File: src/common/fws_defines.svh
`ifndef FWS_DEFINES_SVH
`define FWS_DEFINES_SVH

// ==========================================================
// Clock and timing
`define FWS_CLK_NS 10
`define FWS_CYC_UP(ns) (((ns) + `FWS_CLK_NS - 1) / `FWS_CLK_NS)
`define FWS_T_ACC_NS 70
`define FWS_T_WP_NS 35
`define FWS_T_WPH_NS 30
`define FWS_T_PWRUP_NS 50000
`define FWS_T_ACC_CYC `FWS_CYC_UP(`FWS_T_ACC_NS)
`define FWS_T_WP_CYC `FWS_CYC_UP(`FWS_T_WP_NS)
`define FWS_T_WPH_CYC `FWS_CYC_UP(`FWS_T_WPH_NS)
`define FWS_T_PWRUP_CYC `FWS_CYC_UP(`FWS_T_PWRUP_NS)
`define FWS_SYNC_CYC 2
`define FWS_POLL_LIMIT 50000000

// ==========================================================
// Command cycles
`define FWS_UNLOCK_ADDR1 32'h0000_0555
`define FWS_UNLOCK_ADDR2 32'h0000_02AA
`define FWS_CMD_UNLOCK1 8'hAA
`define FWS_CMD_UNLOCK2 8'h55
`define FWS_CMD_PROGRAM 8'hA0
`define FWS_CMD_ERASE 8'h80
`define FWS_CMD_SECTOR 8'h30
`define FWS_CMD_CHIP 8'h10
`define FWS_CMD_SUSPEND 8'hB0
`define FWS_CMD_RESUME 8'h30
`define FWS_CMD_RESET 8'hF0

// ==========================================================
// Status bit positions
`define FWS_DQ_POLL 7
`define FWS_DQ_TOGGLE1 6
`define FWS_DQ_FAIL 5
`define FWS_DQ_TIMER 3
`define FWS_DQ_TOGGLE2 2

`endif

File: src/common/fws_pkg.sv
package fws_pkg;

    typedef enum logic [3:0] {
        OP_READ, OP_PROGRAM, OP_SECTOR_ERASE, OP_ADD_SECTOR,
        OP_CHIP_ERASE, OP_WAIT, OP_SUSPEND, OP_RESUME, OP_RESET
    } fws_op_t;

    typedef enum logic [2:0] {
        ST_OK, ST_FAIL, ST_TIMEOUT, ST_REJECT, ST_LOCKOUT
    } fws_status_t;

    typedef enum {
        S_IDLE, S_WRITE, S_PRE3, S_POST3, S_POLLA, S_POLLB,
        S_FINAL, S_RESET
    } fws_state_t;

    typedef enum {
        B_IDLE, B_SETUP, B_STROBE, B_SAMPLE, B_RECOVER
    } fws_bus_state_t;

endpackage

File: src/common/fws_cyc_if.sv
`timescale 1ns/1ps
interface fws_cyc_if #(parameter int AddrWidth = 20);
    logic req;
    logic wr;
    logic useCe;
    logic [AddrWidth-1:0] addr;
    logic [7:0] wdata;
    logic [7:0] rdata;
    logic ack;
    modport master (output req, wr, useCe, addr, wdata, input ack, rdata);
    modport cyc (input req, wr, useCe, addr, wdata, output ack, rdata);
endinterface

File: src/rtl/fws_ctrl.sv
`timescale 1ns/1ps
`include "fws_defines.svh"
// How it works
// - After bit 6 stops toggling, the host reads once more for valid data.
// - Host may use output enable or chip select as read strobe.
// - After failure the host must write Reset to regain array read.
// - Host checks bit 3 before and after each added sector.
module fws_ctrl #(
    parameter int AddrWidth = 20,
    parameter int PowerUpCycles = `FWS_T_PWRUP_CYC,
    parameter int PollLimit = `FWS_POLL_LIMIT
) (
    // Clock and reset
    input wire logic clock,
    input wire logic rstn,
    // User orders
    input wire logic opValid,
    output logic opReady,
    input wire fws_pkg::fws_op_t opCode,
    input wire logic [AddrWidth-1:0] opAddr,
    input wire logic [7:0] opData,
    input wire logic useCeStrobe,
    // User results
    output logic doneValid,
    output fws_pkg::fws_status_t doneStatus,
    output logic [7:0] doneData,
    output logic flashBusy,
    // Flash pins
    output logic flashCeN,
    output logic flashOeN,
    output logic flashWeN,
    output logic [AddrWidth-1:0] flashAddr,
    output logic [7:0] flashDqOut,
    output logic flashDqOe,
    input wire logic [7:0] flashDqIn,
    input wire logic readyBusyNOut,
    input wire logic lowSupply
);
    import fws_pkg::*;

    fws_state_t state_r;
    fws_op_t op_r;
    fws_status_t failStatus_r;
    logic [AddrWidth-1:0] addr_r;
    logic [7:0] data_r;
    logic [7:0] firstRd_r;
    logic [2:0] seqIdx_r;
    logic [31:0] pollCnt_r;
    logic [31:0] puCnt_r;
    logic puDone_r;
    logic recheck_r;
    logic req_r;
    logic useCe_r;
    logic rbSync1_r, rbSync2_r;
    logic lowSync1_r, lowSync2_r;
    logic [AddrWidth+7:0] word;
    logic toggled;

    fws_cyc_if #(.AddrWidth(AddrWidth)) cycBus ();

    // ==========================================================
    // Command cycle tables
    function automatic logic [2:0] seqLen(input fws_op_t op);
        unique case (op)
            OP_PROGRAM: seqLen = 3'd4;
            OP_SECTOR_ERASE, OP_CHIP_ERASE: seqLen = 3'd6;
            default: seqLen = 3'd1;
        endcase
    endfunction

    function automatic logic [AddrWidth+7:0] cmdWord(
        input fws_op_t op, input logic [2:0] i,
        input logic [AddrWidth-1:0] a, input logic [7:0] d);
        logic [AddrWidth-1:0] u1;
        logic [AddrWidth-1:0] u2;
        u1 = AddrWidth'(`FWS_UNLOCK_ADDR1);
        u2 = AddrWidth'(`FWS_UNLOCK_ADDR2);
        if (i == seqLen(op) - 3'd1) begin
            unique case (op)
                OP_PROGRAM: cmdWord = {a, d};
                OP_CHIP_ERASE: cmdWord = {u1, `FWS_CMD_CHIP};
                OP_SUSPEND: cmdWord = {a, `FWS_CMD_SUSPEND};
                OP_RESUME: cmdWord = {a, `FWS_CMD_RESUME};
                OP_RESET: cmdWord = {a, `FWS_CMD_RESET};
                default: cmdWord = {a, `FWS_CMD_SECTOR};
            endcase
        end else if (i == 3'd0 || i == 3'd3) begin
            cmdWord = {u1, `FWS_CMD_UNLOCK1};
        end else if (i == 3'd1 || i == 3'd4) begin
            cmdWord = {u2, `FWS_CMD_UNLOCK2};
        end else begin
            cmdWord = {u1, (op == OP_PROGRAM) ? `FWS_CMD_PROGRAM
                                              : `FWS_CMD_ERASE};
        end
    endfunction

    always_comb begin
        if (state_r == S_RESET) begin
            word = {addr_r, `FWS_CMD_RESET};
        end else begin
            word = cmdWord(op_r, seqIdx_r, addr_r, data_r);
        end
    end

    assign toggled = cycBus.rdata[`FWS_DQ_TOGGLE1] ^
                     firstRd_r[`FWS_DQ_TOGGLE1];
    assign cycBus.req = req_r;
    assign cycBus.wr = (state_r == S_WRITE) || (state_r == S_RESET);
    assign cycBus.useCe = useCe_r;
    assign cycBus.addr = cycBus.wr ? word[AddrWidth+7:8] : addr_r;
    assign cycBus.wdata = word[7:0];

    fws_bus_cycle #(.AddrWidth(AddrWidth)) u_bus (
        .clock(clock),
        .rstn(rstn),
        .cyc(cycBus.cyc),
        .flashCeN(flashCeN),
        .flashOeN(flashOeN),
        .flashWeN(flashWeN),
        .flashAddr(flashAddr),
        .flashDqOut(flashDqOut),
        .flashDqOe(flashDqOe),
        .flashDqIn(flashDqIn)
    );

    // ==========================================================
    // Pin synchronisers and busy flag
    always_ff @(posedge clock) begin
        if (!rstn) begin
            rbSync1_r <= 1'b1;
            rbSync2_r <= 1'b1;
            lowSync1_r <= 1'b0;
            lowSync2_r <= 1'b0;
            flashBusy <= 1'b0;
        end else begin
            rbSync1_r <= readyBusyNOut;
            rbSync2_r <= rbSync1_r;
            lowSync1_r <= lowSupply;
            lowSync2_r <= lowSync1_r;
            flashBusy <= !rbSync2_r;
        end
    end

    // ==========================================================
    // Power-up hold-off: no command while the device starts
    always_ff @(posedge clock) begin
        if (!rstn) begin
            puCnt_r <= 32'h0;
            puDone_r <= 1'b0;
        end else if (puCnt_r == 32'(PowerUpCycles)) begin
            puDone_r <= 1'b1;
        end else begin
            puCnt_r <= puCnt_r + 32'h1;
        end
    end

    // ==========================================================
    // Operation sequencer
    task automatic finish(input fws_status_t st);
        doneValid <= 1'b1;
        doneStatus <= st;
        req_r <= 1'b0;
        state_r <= S_IDLE;
    endtask

    always_ff @(posedge clock) begin
        if (!rstn) begin
            state_r <= S_IDLE;
            op_r <= OP_READ;
            failStatus_r <= ST_OK;
            addr_r <= '0;
            data_r <= 8'h00;
            firstRd_r <= 8'h00;
            seqIdx_r <= 3'd0;
            pollCnt_r <= 32'h0;
            recheck_r <= 1'b0;
            req_r <= 1'b0;
            useCe_r <= 1'b0;
            opReady <= 1'b0;
            doneValid <= 1'b0;
            doneStatus <= ST_OK;
            doneData <= 8'h00;
        end else begin
            doneValid <= 1'b0;
            unique case (state_r)
                S_IDLE: begin
                    opReady <= puDone_r && !(opValid && opReady);
                    if (opValid && opReady) begin
                        op_r <= opCode;
                        addr_r <= opAddr;
                        data_r <= opData;
                        useCe_r <= useCeStrobe;
                        seqIdx_r <= 3'd0;
                        pollCnt_r <= 32'h0;
                        recheck_r <= 1'b0;
                        if (lowSync2_r) begin
                            finish(ST_LOCKOUT);
                        end else begin
                            req_r <= 1'b1;
                            unique case (opCode)
                                OP_READ: state_r <= S_FINAL;
                                OP_WAIT: state_r <= S_POLLA;
                                OP_ADD_SECTOR: state_r <= S_PRE3;
                                default: state_r <= S_WRITE;
                            endcase
                        end
                    end
                end
                S_WRITE: if (cycBus.ack) begin
                    if (seqIdx_r != seqLen(op_r) - 3'd1) begin
                        seqIdx_r <= seqIdx_r + 3'd1;
                    end else if (op_r == OP_ADD_SECTOR) begin
                        state_r <= S_POST3;
                    end else if (op_r == OP_RESUME || op_r == OP_RESET) begin
                        finish(ST_OK);
                    end else begin
                        // Status is valid right after the last write
                        state_r <= S_POLLA;
                    end
                end
                S_PRE3: if (cycBus.ack) begin
                    if (cycBus.rdata[`FWS_DQ_TIMER]) begin
                        finish(ST_REJECT);
                    end else begin
                        state_r <= S_WRITE;
                    end
                end
                S_POST3: if (cycBus.ack) begin
                    // High here: the added sector may have been refused
                    finish(cycBus.rdata[`FWS_DQ_TIMER] ? ST_REJECT
                                                       : ST_OK);
                end
                S_POLLA: if (cycBus.ack) begin
                    firstRd_r <= cycBus.rdata;
                    state_r <= S_POLLB;
                end
                S_POLLB: if (cycBus.ack) begin
                    if (op_r == OP_SECTOR_ERASE) begin
                        // Toggling proves the sequence was taken
                        finish(toggled ? ST_OK : ST_REJECT);
                    end else if (!toggled) begin
                        state_r <= S_FINAL;
                    end else if (cycBus.rdata[`FWS_DQ_FAIL]) begin
                        // Bit 5 counts only while toggling persists
                        if (recheck_r) begin
                            failStatus_r <= ST_FAIL;
                            state_r <= S_RESET;
                        end else begin
                            recheck_r <= 1'b1;
                            state_r <= S_POLLA;
                        end
                    end else if (pollCnt_r == 32'(PollLimit)) begin
                        failStatus_r <= ST_TIMEOUT;
                        state_r <= S_RESET;
                    end else begin
                        pollCnt_r <= pollCnt_r + 32'h1;
                        state_r <= S_POLLA;
                    end
                end
                S_FINAL: if (cycBus.ack) begin
                    // Bit 7 may settle ahead of the rest of the byte
                    doneData <= cycBus.rdata;
                    finish((op_r == OP_PROGRAM && cycBus.rdata != data_r)
                           ? ST_FAIL : ST_OK);
                end
                S_RESET: if (cycBus.ack) begin
                    finish(failStatus_r);
                end
            endcase
        end
    end
endmodule

File: src/rtl/fws_bus_cycle.sv
`timescale 1ns/1ps
`include "fws_defines.svh"
module fws_bus_cycle #(
    parameter int AddrWidth = 20
) (
    // Clock and reset
    input wire logic clock,
    input wire logic rstn,
    // Cycle requests
    fws_cyc_if.cyc cyc,
    // Flash pins
    output logic flashCeN,
    output logic flashOeN,
    output logic flashWeN,
    output logic [AddrWidth-1:0] flashAddr,
    output logic [7:0] flashDqOut,
    output logic flashDqOe,
    input wire logic [7:0] flashDqIn
);
    import fws_pkg::*;

    localparam logic [3:0] AccCyc = 4'(`FWS_T_ACC_CYC);
    localparam logic [3:0] WpCyc = 4'(`FWS_T_WP_CYC);
    localparam logic [3:0] WphCyc = 4'(`FWS_T_WPH_CYC);
    localparam logic [3:0] SyncCyc = 4'(`FWS_SYNC_CYC);

    fws_bus_state_t state_r;
    logic [3:0] cnt_r;
    logic wr_r;
    logic useCe_r;
    logic [7:0] dqSync1_r;
    logic [7:0] dqSync2_r;

    // ==========================================================
    // Data pin synchroniser
    always_ff @(posedge clock) begin
        dqSync1_r <= flashDqIn;
        dqSync2_r <= dqSync1_r;
    end

    // ==========================================================
    // One asynchronous read or write cycle per request
    always_ff @(posedge clock) begin
        if (!rstn) begin
            state_r <= B_IDLE;
            cnt_r <= 4'h0;
            wr_r <= 1'b0;
            useCe_r <= 1'b0;
            flashCeN <= 1'b1;
            flashOeN <= 1'b1;
            flashWeN <= 1'b1;
            flashAddr <= '0;
            flashDqOut <= 8'h00;
            flashDqOe <= 1'b0;
            cyc.ack <= 1'b0;
            cyc.rdata <= 8'h00;
        end else begin
            cyc.ack <= 1'b0;
            unique case (state_r)
                B_IDLE: begin
                    // Ack still high means the request is the old one
                    if (cyc.req && !cyc.ack) begin
                        wr_r <= cyc.wr;
                        useCe_r <= cyc.useCe;
                        flashAddr <= cyc.addr;
                        flashDqOut <= cyc.wdata;
                        flashDqOe <= cyc.wr;
                        flashOeN <= 1'b1;
                        // Non-controlling strobe goes first
                        if (cyc.wr || !cyc.useCe) begin
                            flashCeN <= 1'b0;
                        end else begin
                            flashOeN <= 1'b0;
                        end
                        state_r <= B_SETUP;
                    end
                end
                B_SETUP: begin
                    if (wr_r) begin
                        flashWeN <= 1'b0;
                        cnt_r <= WpCyc - 4'h1;
                    end else begin
                        if (useCe_r) begin
                            flashCeN <= 1'b0;
                        end else begin
                            flashOeN <= 1'b0;
                        end
                        cnt_r <= AccCyc - 4'h1;
                    end
                    state_r <= B_STROBE;
                end
                B_STROBE: begin
                    if (cnt_r != 4'h0) begin
                        cnt_r <= cnt_r - 4'h1;
                    end else if (wr_r) begin
                        flashWeN <= 1'b1;
                        cnt_r <= WphCyc - 4'h1;
                        state_r <= B_RECOVER;
                    end else begin
                        cnt_r <= SyncCyc - 4'h1;
                        state_r <= B_SAMPLE;
                    end
                end
                B_SAMPLE: begin
                    if (cnt_r != 4'h0) begin
                        cnt_r <= cnt_r - 4'h1;
                    end else begin
                        // Closing the strobe ends the read for toggling
                        cyc.rdata <= dqSync2_r;
                        flashCeN <= 1'b1;
                        flashOeN <= 1'b1;
                        cnt_r <= WphCyc - 4'h1;
                        state_r <= B_RECOVER;
                    end
                end
                B_RECOVER: begin
                    flashCeN <= 1'b1;
                    flashDqOe <= 1'b0;
                    if (cnt_r != 4'h0) begin
                        cnt_r <= cnt_r - 4'h1;
                    end else begin
                        cyc.ack <= 1'b1;
                        state_r <= B_IDLE;
                    end
                end
            endcase
        end
    end
endmodule

File: config.mk
export PLATFORM = sky130hd
export DESIGN_NAME = fws_ctrl
export DESIGN_NICKNAME = d
export VERILOG_FILES = /design/src/common/fws_pkg.sv /design/src/common/fws_cyc_if.sv /design/src/rtl/fws_ctrl.sv /design/src/rtl/fws_bus_cycle.sv
export VERILOG_INCLUDE_DIRS = /design/src /design/src/common
export SDC_FILE = /design/constraint.sdc
export NUM_CORES = 1
export LEC_CHECK = 0
export ABC_AREA = 0
export BUFFER_PORTS_ARGS = -buffer_cell sky130_fd_sc_hd__buf_4
export CAP_MARGIN = 5
export CORE_ASPECT_RATIO = 0.6
export CORE_MARGIN = 2
export CORE_UTILIZATION = 59
export CTS_CLUSTER_DIAMETER = 50
export DETAILED_ROUTE_END_ITERATION = 12
export PLACE_DENSITY_LB_ADDON = 0.08
export SETUP_SLACK_MARGIN = 0.1
export SLEW_MARGIN = 20
export SYNTH_ARGS = -nofsm -noshare
export SYNTH_HDL_FRONTEND = slang
export SYNTH_SLANG_ARGS = --single-unit
File: constraint.sdc
create_clock -name clock -period 3.1 [get_ports clock]
set_input_delay 0.465 -clock clock [delete_from_list [all_inputs] [get_ports clock]]
set_output_delay 0.465 -clock clock [all_outputs]
set_load 0.005 [all_outputs]
==> results of run 1 <==
through the flow:
step	util	hold WS [ps]
2_1_floorplan	-	310
3_3_place_gp	0.658	312
3_5_place_dp	0.658	312
4_1_cts	0.701	111
5_1_grt	0.702	98.9
6_report	0.702	117
metal layers:
| layer | wire length [um] | GRT usage | vias to the layer above |
|---|---|---|---|
| met4 | 291 | 0.0721 | 0 |
| met5 | 0 | 0 | - |
| met1 | 10500 | 0.418 | 3612 |
| met2 | 9090 | 0.406 | 298 |
| li1 | - | - | 3884 |
| met3 | 1730 | 0.0674 | 38 |
flip-flops by register name, summed over array words and instances (netlist names), 20 cells and up:
register,flops
u_bus.flashAddr,20
pollCnt_r,32
addr_r,20
puCnt_r,32
synthesized netlist by cell type (17+ instances only):
cell	n
or4_1	17
mux2i_1	17
a21oi_1	120
xor2_1	17
nor3_1	17
nand3_1	50
xnor2_1	25
inv_1	22
or3_1	23
nand4_1	18
nand2_1	161
nor2_1	91
clkbuf_1	48
dfxtp_1	193
o21ai_0	51
final cells by class:
cell class	count	share of cell area
Tap cell	198	0.0245
Timing Repair Buffer	108	0.0816
Inverter	22	0.00831
Multi-Input combinational cell	781	0.440
Clock buffer	17	0.0422
Sequential cell	193	0.383
Clock inverter	15	0.0201
how the worst min path moves through the flow:
stage / endpoint / cells past startpoint / start
CTS: u_bus.dqSync1_r[2]$_DFF_P_ / 1 / flashDqIn[2]
finish: u_bus.dqSync1_r[4]$_DFF_P_ / 1 / flashDqIn[4]
global placement: u_bus.dqSync2_r[7]$_DFF_P_ / 0 / u_bus.dqSync1_r[7]$_DFF_P_
global route: u_bus.dqSync1_r[2]$_DFF_P_ / 1 / flashDqIn[2]
detailed placement: u_bus.dqSync2_r[7]$_DFF_P_ / 0 / u_bus.dqSync1_r[7]$_DFF_P_
floorplan: u_bus.dqSync2_r[0]$_DFF_P_ / 0 / u_bus.dqSync1_r[0]$_DFF_P_
power by group through the flow:
| stage | logic [uW] | registers [uW] | clock network [uW] |
|---|---|---|---|
| finish | 580 | 2610 | 2270 |
| global route | 644 | 2620 | 2400 |
| CTS | 569 | 2610 | 2310 |
| detailed placement | 563 | 2670 | 0 |
| global placement | 559 | 2660 | 0 |
| floorplan | 410 | 2630 | 0 |
cell families (layout without fill, tap and decap cells):
logic type               count (synthesis)  count (layout)  share of synthesized area
buffers and inverters                   81             162                     0.0363
XOR/XNOR                                43              43                     0.0446
adder cells (fa/ha/maj)                 10              10                     0.0145
multiplexers                            17              17                     0.0198
AND/OR/NAND/NOR                        469             469                      0.270
flip-flops                             193             193                      0.449
AO/OA/AOI/OAI                          242             242                      0.166
critical path: stages, from the launching register on:
cell and delay [ps]:
dfxtp_1 650, nand2_1 220, or2_1 290, a2111oi_4 360, a21oi_2 120, buf_12 190
or4_1 530, a21oi_1 170
==> impl_metrics.xml, run 1 <==
<?xml version="1.0" encoding="UTF-8"?>
<metrics>
  <group name="flow_run">
    <metric name="max-cap-violations" unit="">0</metric>
  </group>
  <group name="pwr">
    <metric name="net_switching_component_of_the_power" unit="uW">1550</metric>
    <metric name="power.internal" unit="uW">3920</metric>
    <metric name="largest_vdd_supply_drop" unit="mV">0.332</metric>
    <metric name="leakagePower" unit="uW">0.00361</metric>
    <metric name="total_power" unit="uW">5470</metric>
    <metric name="p_clk_frac" unit="">0.416</metric>
    <metric name="pd_cells" unit="mW/mm^2">542</metric>
    <metric name="combinationalPowerShare" unit="">0.106</metric>
    <metric name="p_seq_frac" unit="">0.478</metric>
    <metric name="switching_share" unit="">0.284</metric>
  </group>
  <group name="detailed_routing">
    <metric name="initialDrtViolationCount" unit="">794</metric>
    <metric name="finalWirelength" unit="mm">21.6</metric>
    <metric name="detail-route-antenna-nets" unit="">0</metric>
    <metric name="detail_route.vias_per_cell" unit="">5.87</metric>
    <metric name="detailedRoute.firstPassIterationCount" unit="">5</metric>
    <metric name="post_drt_wl_per_cell" unit="um">16.2</metric>
    <metric name="detail_route.drc_violations" unit="">0</metric>
    <metric name="num_vias" unit="">7832</metric>
  </group>
  <group name="clock_network">
    <metric name="clock_tree.buffer_depth" unit="">2</metric>
    <metric name="clk_pin_slew_worst_paths" unit="ps">80</metric>
    <metric name="cts.repair.resized" unit="">0</metric>
    <metric name="post_cts.repair.setup_buffers" unit="">0</metric>
    <metric name="clock_insertion_delay_worst_skew" unit="ps">440</metric>
    <metric name="postCtsHoldBufs" unit="">0</metric>
    <metric name="numClockSinks" unit="">193</metric>
    <metric name="tritoncts.num_buffers" unit="">17</metric>
    <metric name="number_of_h_tree_branching_levels" unit="">4</metric>
    <metric name="cts_tree" unit="">built</metric>
    <metric name="cts-root-buf" unit="">clkbuf_16</metric>
  </group>
  <group name="critical_path">
    <metric name="critPathKind" unit="">reg2reg</metric>
    <metric name="critical_path_start" unit="">state_r[0]$_SDFFE_PN0P_</metric>
    <metric name="reg2reg_to" unit="">pollCnt_r[30]$_SDFFE_PN0P_</metric>
    <metric name="worstReg2RegStart" unit="">state_r[0]$_SDFFE_PN0P_</metric>
    <metric name="crit_arrival" unit="ps">2980</metric>
    <metric name="critical_path.startpoint_type" unit="">flop</metric>
    <metric name="setup.worst_path.end_class" unit="">flop</metric>
    <metric name="cp.required" unit="ps">3450</metric>
    <metric name="worst-path-max-fanout" unit="">58</metric>
    <metric name="r2r.worst_path.cells" unit="">7</metric>
    <metric name="endpoint" unit="">pollCnt_r[30]$_SDFFE_PN0P_</metric>
    <metric name="regToRegSetupSlack" unit="ps">470</metric>
  </group>
  <group name="layout">
    <metric name="fin_area" unit="mm^2">0.0101</metric>
    <metric name="drive_gt1_frac" unit="">0.137</metric>
    <metric name="flow.area_growth_from_synthesis" unit="%">17.3</metric>
    <metric name="seqCellArea" unit="mm^2">0.00386</metric>
    <metric name="diodes" unit="">0</metric>
    <metric name="finalNonFillerCells" unit="">1334</metric>
    <metric name="layout_common_cells" unit="">dfxtp_1 (193), nand2_1 (161), a21oi_1 (120), buf_4 (107), nor2_1 (90)</metric>
    <metric name="num-fill-cells" unit="">1195</metric>
    <metric name="layout.cells.most_common" unit="">dfxtp_1</metric>
    <metric name="multi_input_comb_area" unit="mm^2">0.00445</metric>
    <metric name="layout.nets" unit="">1179</metric>
  </group>
  <group name="timing">
    <metric name="max_freq" unit="MHz">380</metric>
    <metric name="layout_setup_ws" unit="ps">471</metric>
    <metric name="finalSetupViolations" unit="">0</metric>
    <metric name="grt_setup_unrepaired" unit="">no</metric>
    <metric name="final-hold-violation-count" unit="">0</metric>
    <metric name="worst_slew_pin_tran" unit="ps">755</metric>
    <metric name="timing.max_slew.rel_slack" unit="">0.492</metric>
    <metric name="period_needed" unit="ps">2630</metric>
    <metric name="worst_clock_skew" unit="ps">13.5</metric>
    <metric name="tns" unit="ps">0</metric>
    <metric name="drv_slew" unit="">0</metric>
    <metric name="post-route-period-util" unit="">0.848</metric>
  </group>
  <group name="global_route">
    <metric name="grt_use_total" unit="">0.281</metric>
    <metric name="grt_first_pass_wirelength" unit="mm">36.2</metric>
    <metric name="grt_overflow" unit="">0</metric>
    <metric name="largest_net_degree_at_the_start_of_global_routing" unit="">60</metric>
    <metric name="initial_antenna_violation_count" unit="">0</metric>
    <metric name="grt_pass1_vias" unit="">7216</metric>
  </group>
  <group name="place">
    <metric name="placement.io_buffers" unit="">91</metric>
    <metric name="place.gp.congestion" unit="">0.946</metric>
    <metric name="hpwl" unit="mm">14.5</metric>
    <metric name="postPlaceCellArea" unit="mm^2">0.00946</metric>
    <metric name="placement.setup.worst_slack" unit="ps">373</metric>
    <metric name="placedCellCount" unit="">1302</metric>
  </group>
  <group name="synthesis">
    <metric name="synth.avg_cell_area" unit="um^2">8.16</metric>
    <metric name="synth_top_area_frac" unit="">0.449</metric>
    <metric name="syn-cell-area" unit="mm^2">0.00861</metric>
    <metric name="post_synth_main_area_contributors" unit="">dfxtp_1 (45%), nand2_1 (7.0%), a21oi_1 (7.0%)</metric>
    <metric name="edff_count_synth" unit="">0</metric>
    <metric name="synth-main-ff-cell" unit="">dfxtp_1</metric>
    <metric name="synthesis_warning_total" unit="">0</metric>
    <metric name="synth-async-reset-ratio" unit="">0</metric>
    <metric name="synth_nets" unit="">1111</metric>
    <metric name="yosysSeqAreaShare" unit="">0.449</metric>
    <metric name="synth-seq-cells" unit="">193</metric>
    <metric name="synth_largest_area_cell" unit="">dfxtp_1</metric>
    <metric name="synthDistinctLibCells" unit="">61</metric>
    <metric name="netlist_instances" unit="">1055</metric>
  </group>
  <group name="floorplan">
    <metric name="initial_utilization" unit="">0.599</metric>
    <metric name="floorplan.die.width" unit="um">160</metric>
    <metric name="design.die.area" unit="mm^2">0.0156</metric>
    <metric name="core" unit="mm^2">0.0144</metric>
    <metric name="num_io_pins" unit="">92</metric>
    <metric name="die_height" unit="um">97.6</metric>
    <metric name="placementRows" unit="">34</metric>
  </group>
  <group name="min_path">
    <metric name="worstHoldPathType" unit="">in2reg</metric>
  </group>
  <group name="run_status">
    <metric name="run_status" unit="">completed</metric>
  </group>
</metrics>
No activity file was read; power rests on OpenSTA's default activity.
==> run 2: changes to the inputs <==
- clock period: 3.1 -> 2.7 ns (I/O delays scaled with it)
==> run 2 against run 1 <==
Combinational power up 21%. Global-route usage up 0.17 points. Via count up 1.2%. Routed wire length up 0.23%. Utilization up 0.84 points. Design area up 1.2%. Final cell count up 1.5%. Setup slack worse by 180 ps. Power up 13%. Clock skew up 2.1 ps. First-iteration DRC count down 13%. Flip-flop and latch count unchanged.
==> impl_metrics.xml, run 2 (same netlist as run 1, synthesis figures left out) <==
<?xml version="1.0" encoding="UTF-8"?>
<metrics>
  <group name="run_status">
    <metric name="run_status" unit="">completed</metric>
  </group>
  <group name="place">
    <metric name="placement.io_buffers" unit="">91</metric>
    <metric name="placedCellCount" unit="">1321</metric>
    <metric name="placement.setup.worst_slack" unit="ps">292</metric>
    <metric name="hpwl" unit="mm">14.8</metric>
    <metric name="place.gp.congestion" unit="">0.925</metric>
  </group>
  <group name="floorplan">
    <metric name="die_height" unit="um">97.6</metric>
    <metric name="placementRows" unit="">34</metric>
    <metric name="floorplan.die.width" unit="um">160</metric>
    <metric name="design.die.area" unit="mm^2">0.0156</metric>
    <metric name="num_io_pins" unit="">92</metric>
    <metric name="initial_utilization" unit="">0.599</metric>
    <metric name="core" unit="mm^2">0.0144</metric>
  </group>
  <group name="detailed_routing">
    <metric name="initialDrtViolationCount" unit="">693</metric>
    <metric name="detail-route-antenna-nets" unit="">0</metric>
    <metric name="finalWirelength" unit="mm">21.6</metric>
    <metric name="detail_route.drc_violations" unit="">0</metric>
    <metric name="detailedRoute.firstPassIterationCount" unit="">5</metric>
    <metric name="num_vias" unit="">7923</metric>
    <metric name="post_drt_wl_per_cell" unit="um">16.0</metric>
    <metric name="detail_route.vias_per_cell" unit="">5.85</metric>
  </group>
  <group name="clock_network">
    <metric name="clock_insertion_delay_worst_skew" unit="ps">440</metric>
    <metric name="tritoncts.num_buffers" unit="">17</metric>
    <metric name="cts-root-buf" unit="">clkbuf_16</metric>
    <metric name="numClockSinks" unit="">193</metric>
    <metric name="number_of_h_tree_branching_levels" unit="">4</metric>
    <metric name="clk_pin_slew_worst_paths" unit="ps">80</metric>
    <metric name="clock_tree.buffer_depth" unit="">2</metric>
    <metric name="post_cts.repair.setup_buffers" unit="">0</metric>
    <metric name="cts_tree" unit="">built</metric>
  </group>
  <group name="layout">
    <metric name="layout_common_cells" unit="">dfxtp_1 (192), nand2_1 (161), buf_4 (126), a21oi_1 (120), nor2_1 (90)</metric>
    <metric name="finalNonFillerCells" unit="">1354</metric>
    <metric name="diodes" unit="">0</metric>
    <metric name="flow.area_growth_from_synthesis" unit="%">18.7</metric>
    <metric name="num-fill-cells" unit="">1191</metric>
    <metric name="layout.nets" unit="">1199</metric>
    <metric name="drive_gt1_frac" unit="">0.153</metric>
    <metric name="biggestRegsByFlops" unit="">pollCnt_r (32), puCnt_r (32)</metric>
    <metric name="layout.cells.most_common" unit="">dfxtp_1</metric>
  </group>
  <group name="timing">
    <metric name="tns" unit="ps">0</metric>
    <metric name="drv_slew" unit="">0</metric>
    <metric name="worst_clock_skew" unit="ps">15.6</metric>
    <metric name="worst_slew_pin_tran" unit="ps">673</metric>
    <metric name="grt_setup_unrepaired" unit="">no</metric>
    <metric name="post-route-period-util" unit="">0.891</metric>
    <metric name="timing.max_slew.rel_slack" unit="">0.551</metric>
    <metric name="max_freq" unit="MHz">416</metric>
    <metric name="layout_setup_ws" unit="ps">294</metric>
    <metric name="final-hold-violation-count" unit="">0</metric>
    <metric name="finalSetupViolations" unit="">0</metric>
    <metric name="hold_slack" unit="ps">64.6</metric>
    <metric name="period_needed" unit="ps">2410</metric>
  </group>
  <group name="pwr">
    <metric name="combinationalPowerShare" unit="">0.114</metric>
    <metric name="leakagePower" unit="uW">0.00370</metric>
    <metric name="largest_vdd_supply_drop" unit="mV">0.414</metric>
    <metric name="pd_cells" unit="mW/mm^2">602</metric>
    <metric name="p_seq_frac" unit="">0.487</metric>
    <metric name="total_power" unit="uW">6150</metric>
    <metric name="switching_share" unit="">0.275</metric>
    <metric name="p_clk_frac" unit="">0.400</metric>
    <metric name="net_switching_component_of_the_power" unit="uW">1690</metric>
    <metric name="power.internal" unit="uW">4460</metric>
  </group>
  <group name="critical_path">
    <metric name="critPathKind" unit="">reg2reg</metric>
    <metric name="cp.required" unit="ps">3070</metric>
    <metric name="crit_arrival" unit="ps">2770</metric>
    <metric name="worst-path-max-fanout" unit="">29</metric>
    <metric name="cpPeakStageDelay" unit="ps">500</metric>
    <metric name="crit_path_cell_trace" unit="">nand2_1 -&gt; or2_1 -&gt; a2111oi_4 -&gt; a21oi_4 -&gt; clkbuf_16 -&gt; or4_1 -&gt; a21oi_1</metric>
    <metric name="worst-path-buf-inv" unit="">1</metric>
    <metric name="critical_path.startpoint_type" unit="">flop</metric>
    <metric name="critPathSlowestCell" unit="">dfxtp_1</metric>
    <metric name="critPathTopFamily" unit="">simple AND/OR/NAND/NOR gates</metric>
    <metric name="setup.worst_path.end_class" unit="">flop</metric>
  </group>
  <group name="min_path">
    <metric name="worstHoldPathType" unit="">in2reg</metric>
  </group>
  <group name="flow_run">
    <metric name="max-cap-violations" unit="">0</metric>
  </group>
  <group name="global_route">
    <metric name="grt_first_pass_wirelength" unit="mm">36.0</metric>
    <metric name="initial_antenna_violation_count" unit="">0</metric>
    <metric name="grt_pass1_vias" unit="">7029</metric>
    <metric name="grt_overflow" unit="">0</metric>
    <metric name="grt_use_total" unit="">0.282</metric>
    <metric name="largest_net_degree_at_the_start_of_global_routing" unit="">64</metric>
  </group>
</metrics>
==> run 2: cell types whose count changed in the layout (fill, tap and decap cells not counted), moves of 2 or more <==
cell / previous run / this run
buf_4: 107 / 126
inv_6: 0 / 5
clkinv_8: 5 / 1
inv_12: 3 / 1
inv_8: 5 / 3
==> run 2: power groups by stage <==
stage	Clock, uW	Combinational, uW	Sequential, uW
finish	2460	699	2990
global route	2620	773	3010
detailed placement	0	683	3060
floorplan	0	471	3030
CTS	2500	688	2990
global placement	0	674	3060
==> run 2: final timing paths <==
kind	from	end	slack [ps]	depth (start not counted)
worst max-delay path	state_r[2]$_SDFFE_PN0P_	pollCnt_r[9]$_SDFFE_PN0P_	290	7
worst min-delay path	flashDqIn[3]	u_bus.dqSync1_r[3]$_DFF_P_	60	1
worst max register to register	state_r[2]$_SDFFE_PN0P_	pollCnt_r[9]$_SDFFE_PN0P_	290	7
worst min register to register	u_bus.dqSync1_r[1]$_DFF_P_	u_bus.dqSync2_r[1]$_DFF_P_	330	0
==> run 2: through the flow <==
| step | utilization | instance area [um^2] |
|---|---|---|
| 3_3_place_gp | 0.668 | 9600 |
| 6_report | 0.710 | 10200 |
| 4_1_cts | 0.707 | 10200 |
| 3_5_place_dp | 0.668 | 9600 |
| 2_1_floorplan | - | 8610 |
| 5_1_grt | 0.710 | 10200 |
==> run 2: area by class of cell <==
| cell class | count | area [um^2] | area share |
|---|---|---|---|
| clock buffers | 18 | 429 | 0.0420 |
| clock inverters | 14 | 139 | 0.0136 |
| inverters | 22 | 83.8 | 0.00821 |
| multi-input cells | 781 | 4460 | 0.436 |
| flip-flops and latches | 193 | 3860 | 0.378 |
| well taps | 198 | 248 | 0.0243 |
| repair buffers | 128 | 991 | 0.0970 |
==> run 2: repair_timing <==
action / 4_1_cts / 5_1_grt
hold buffers: 0 / 0
endpoints found under the setup margin: 0 / 20
gates resized for setup: 0 / 4
==> run 2: worst reg2reg max path, cell delays in order, from the launching register on <==
cell       delay [ps]
dfxtp_1           500
nand2_1           180
or2_1             290
a2111oi_4         390
a21oi_4           130
clkbuf_16         210
or4_1             500
a21oi_1           140
==> run 2: routing by layer <==
layer / track usage / up-vias / part of all wire
li1: - / 3918 / -
met4: 0.0596 / 0 / 0.0061
met1: 0.439 / 3706 / 0.50
met5: 0 / - / 0
met3: 0.0602 / 13 / 0.077
met2: 0.399 / 286 / 0.42
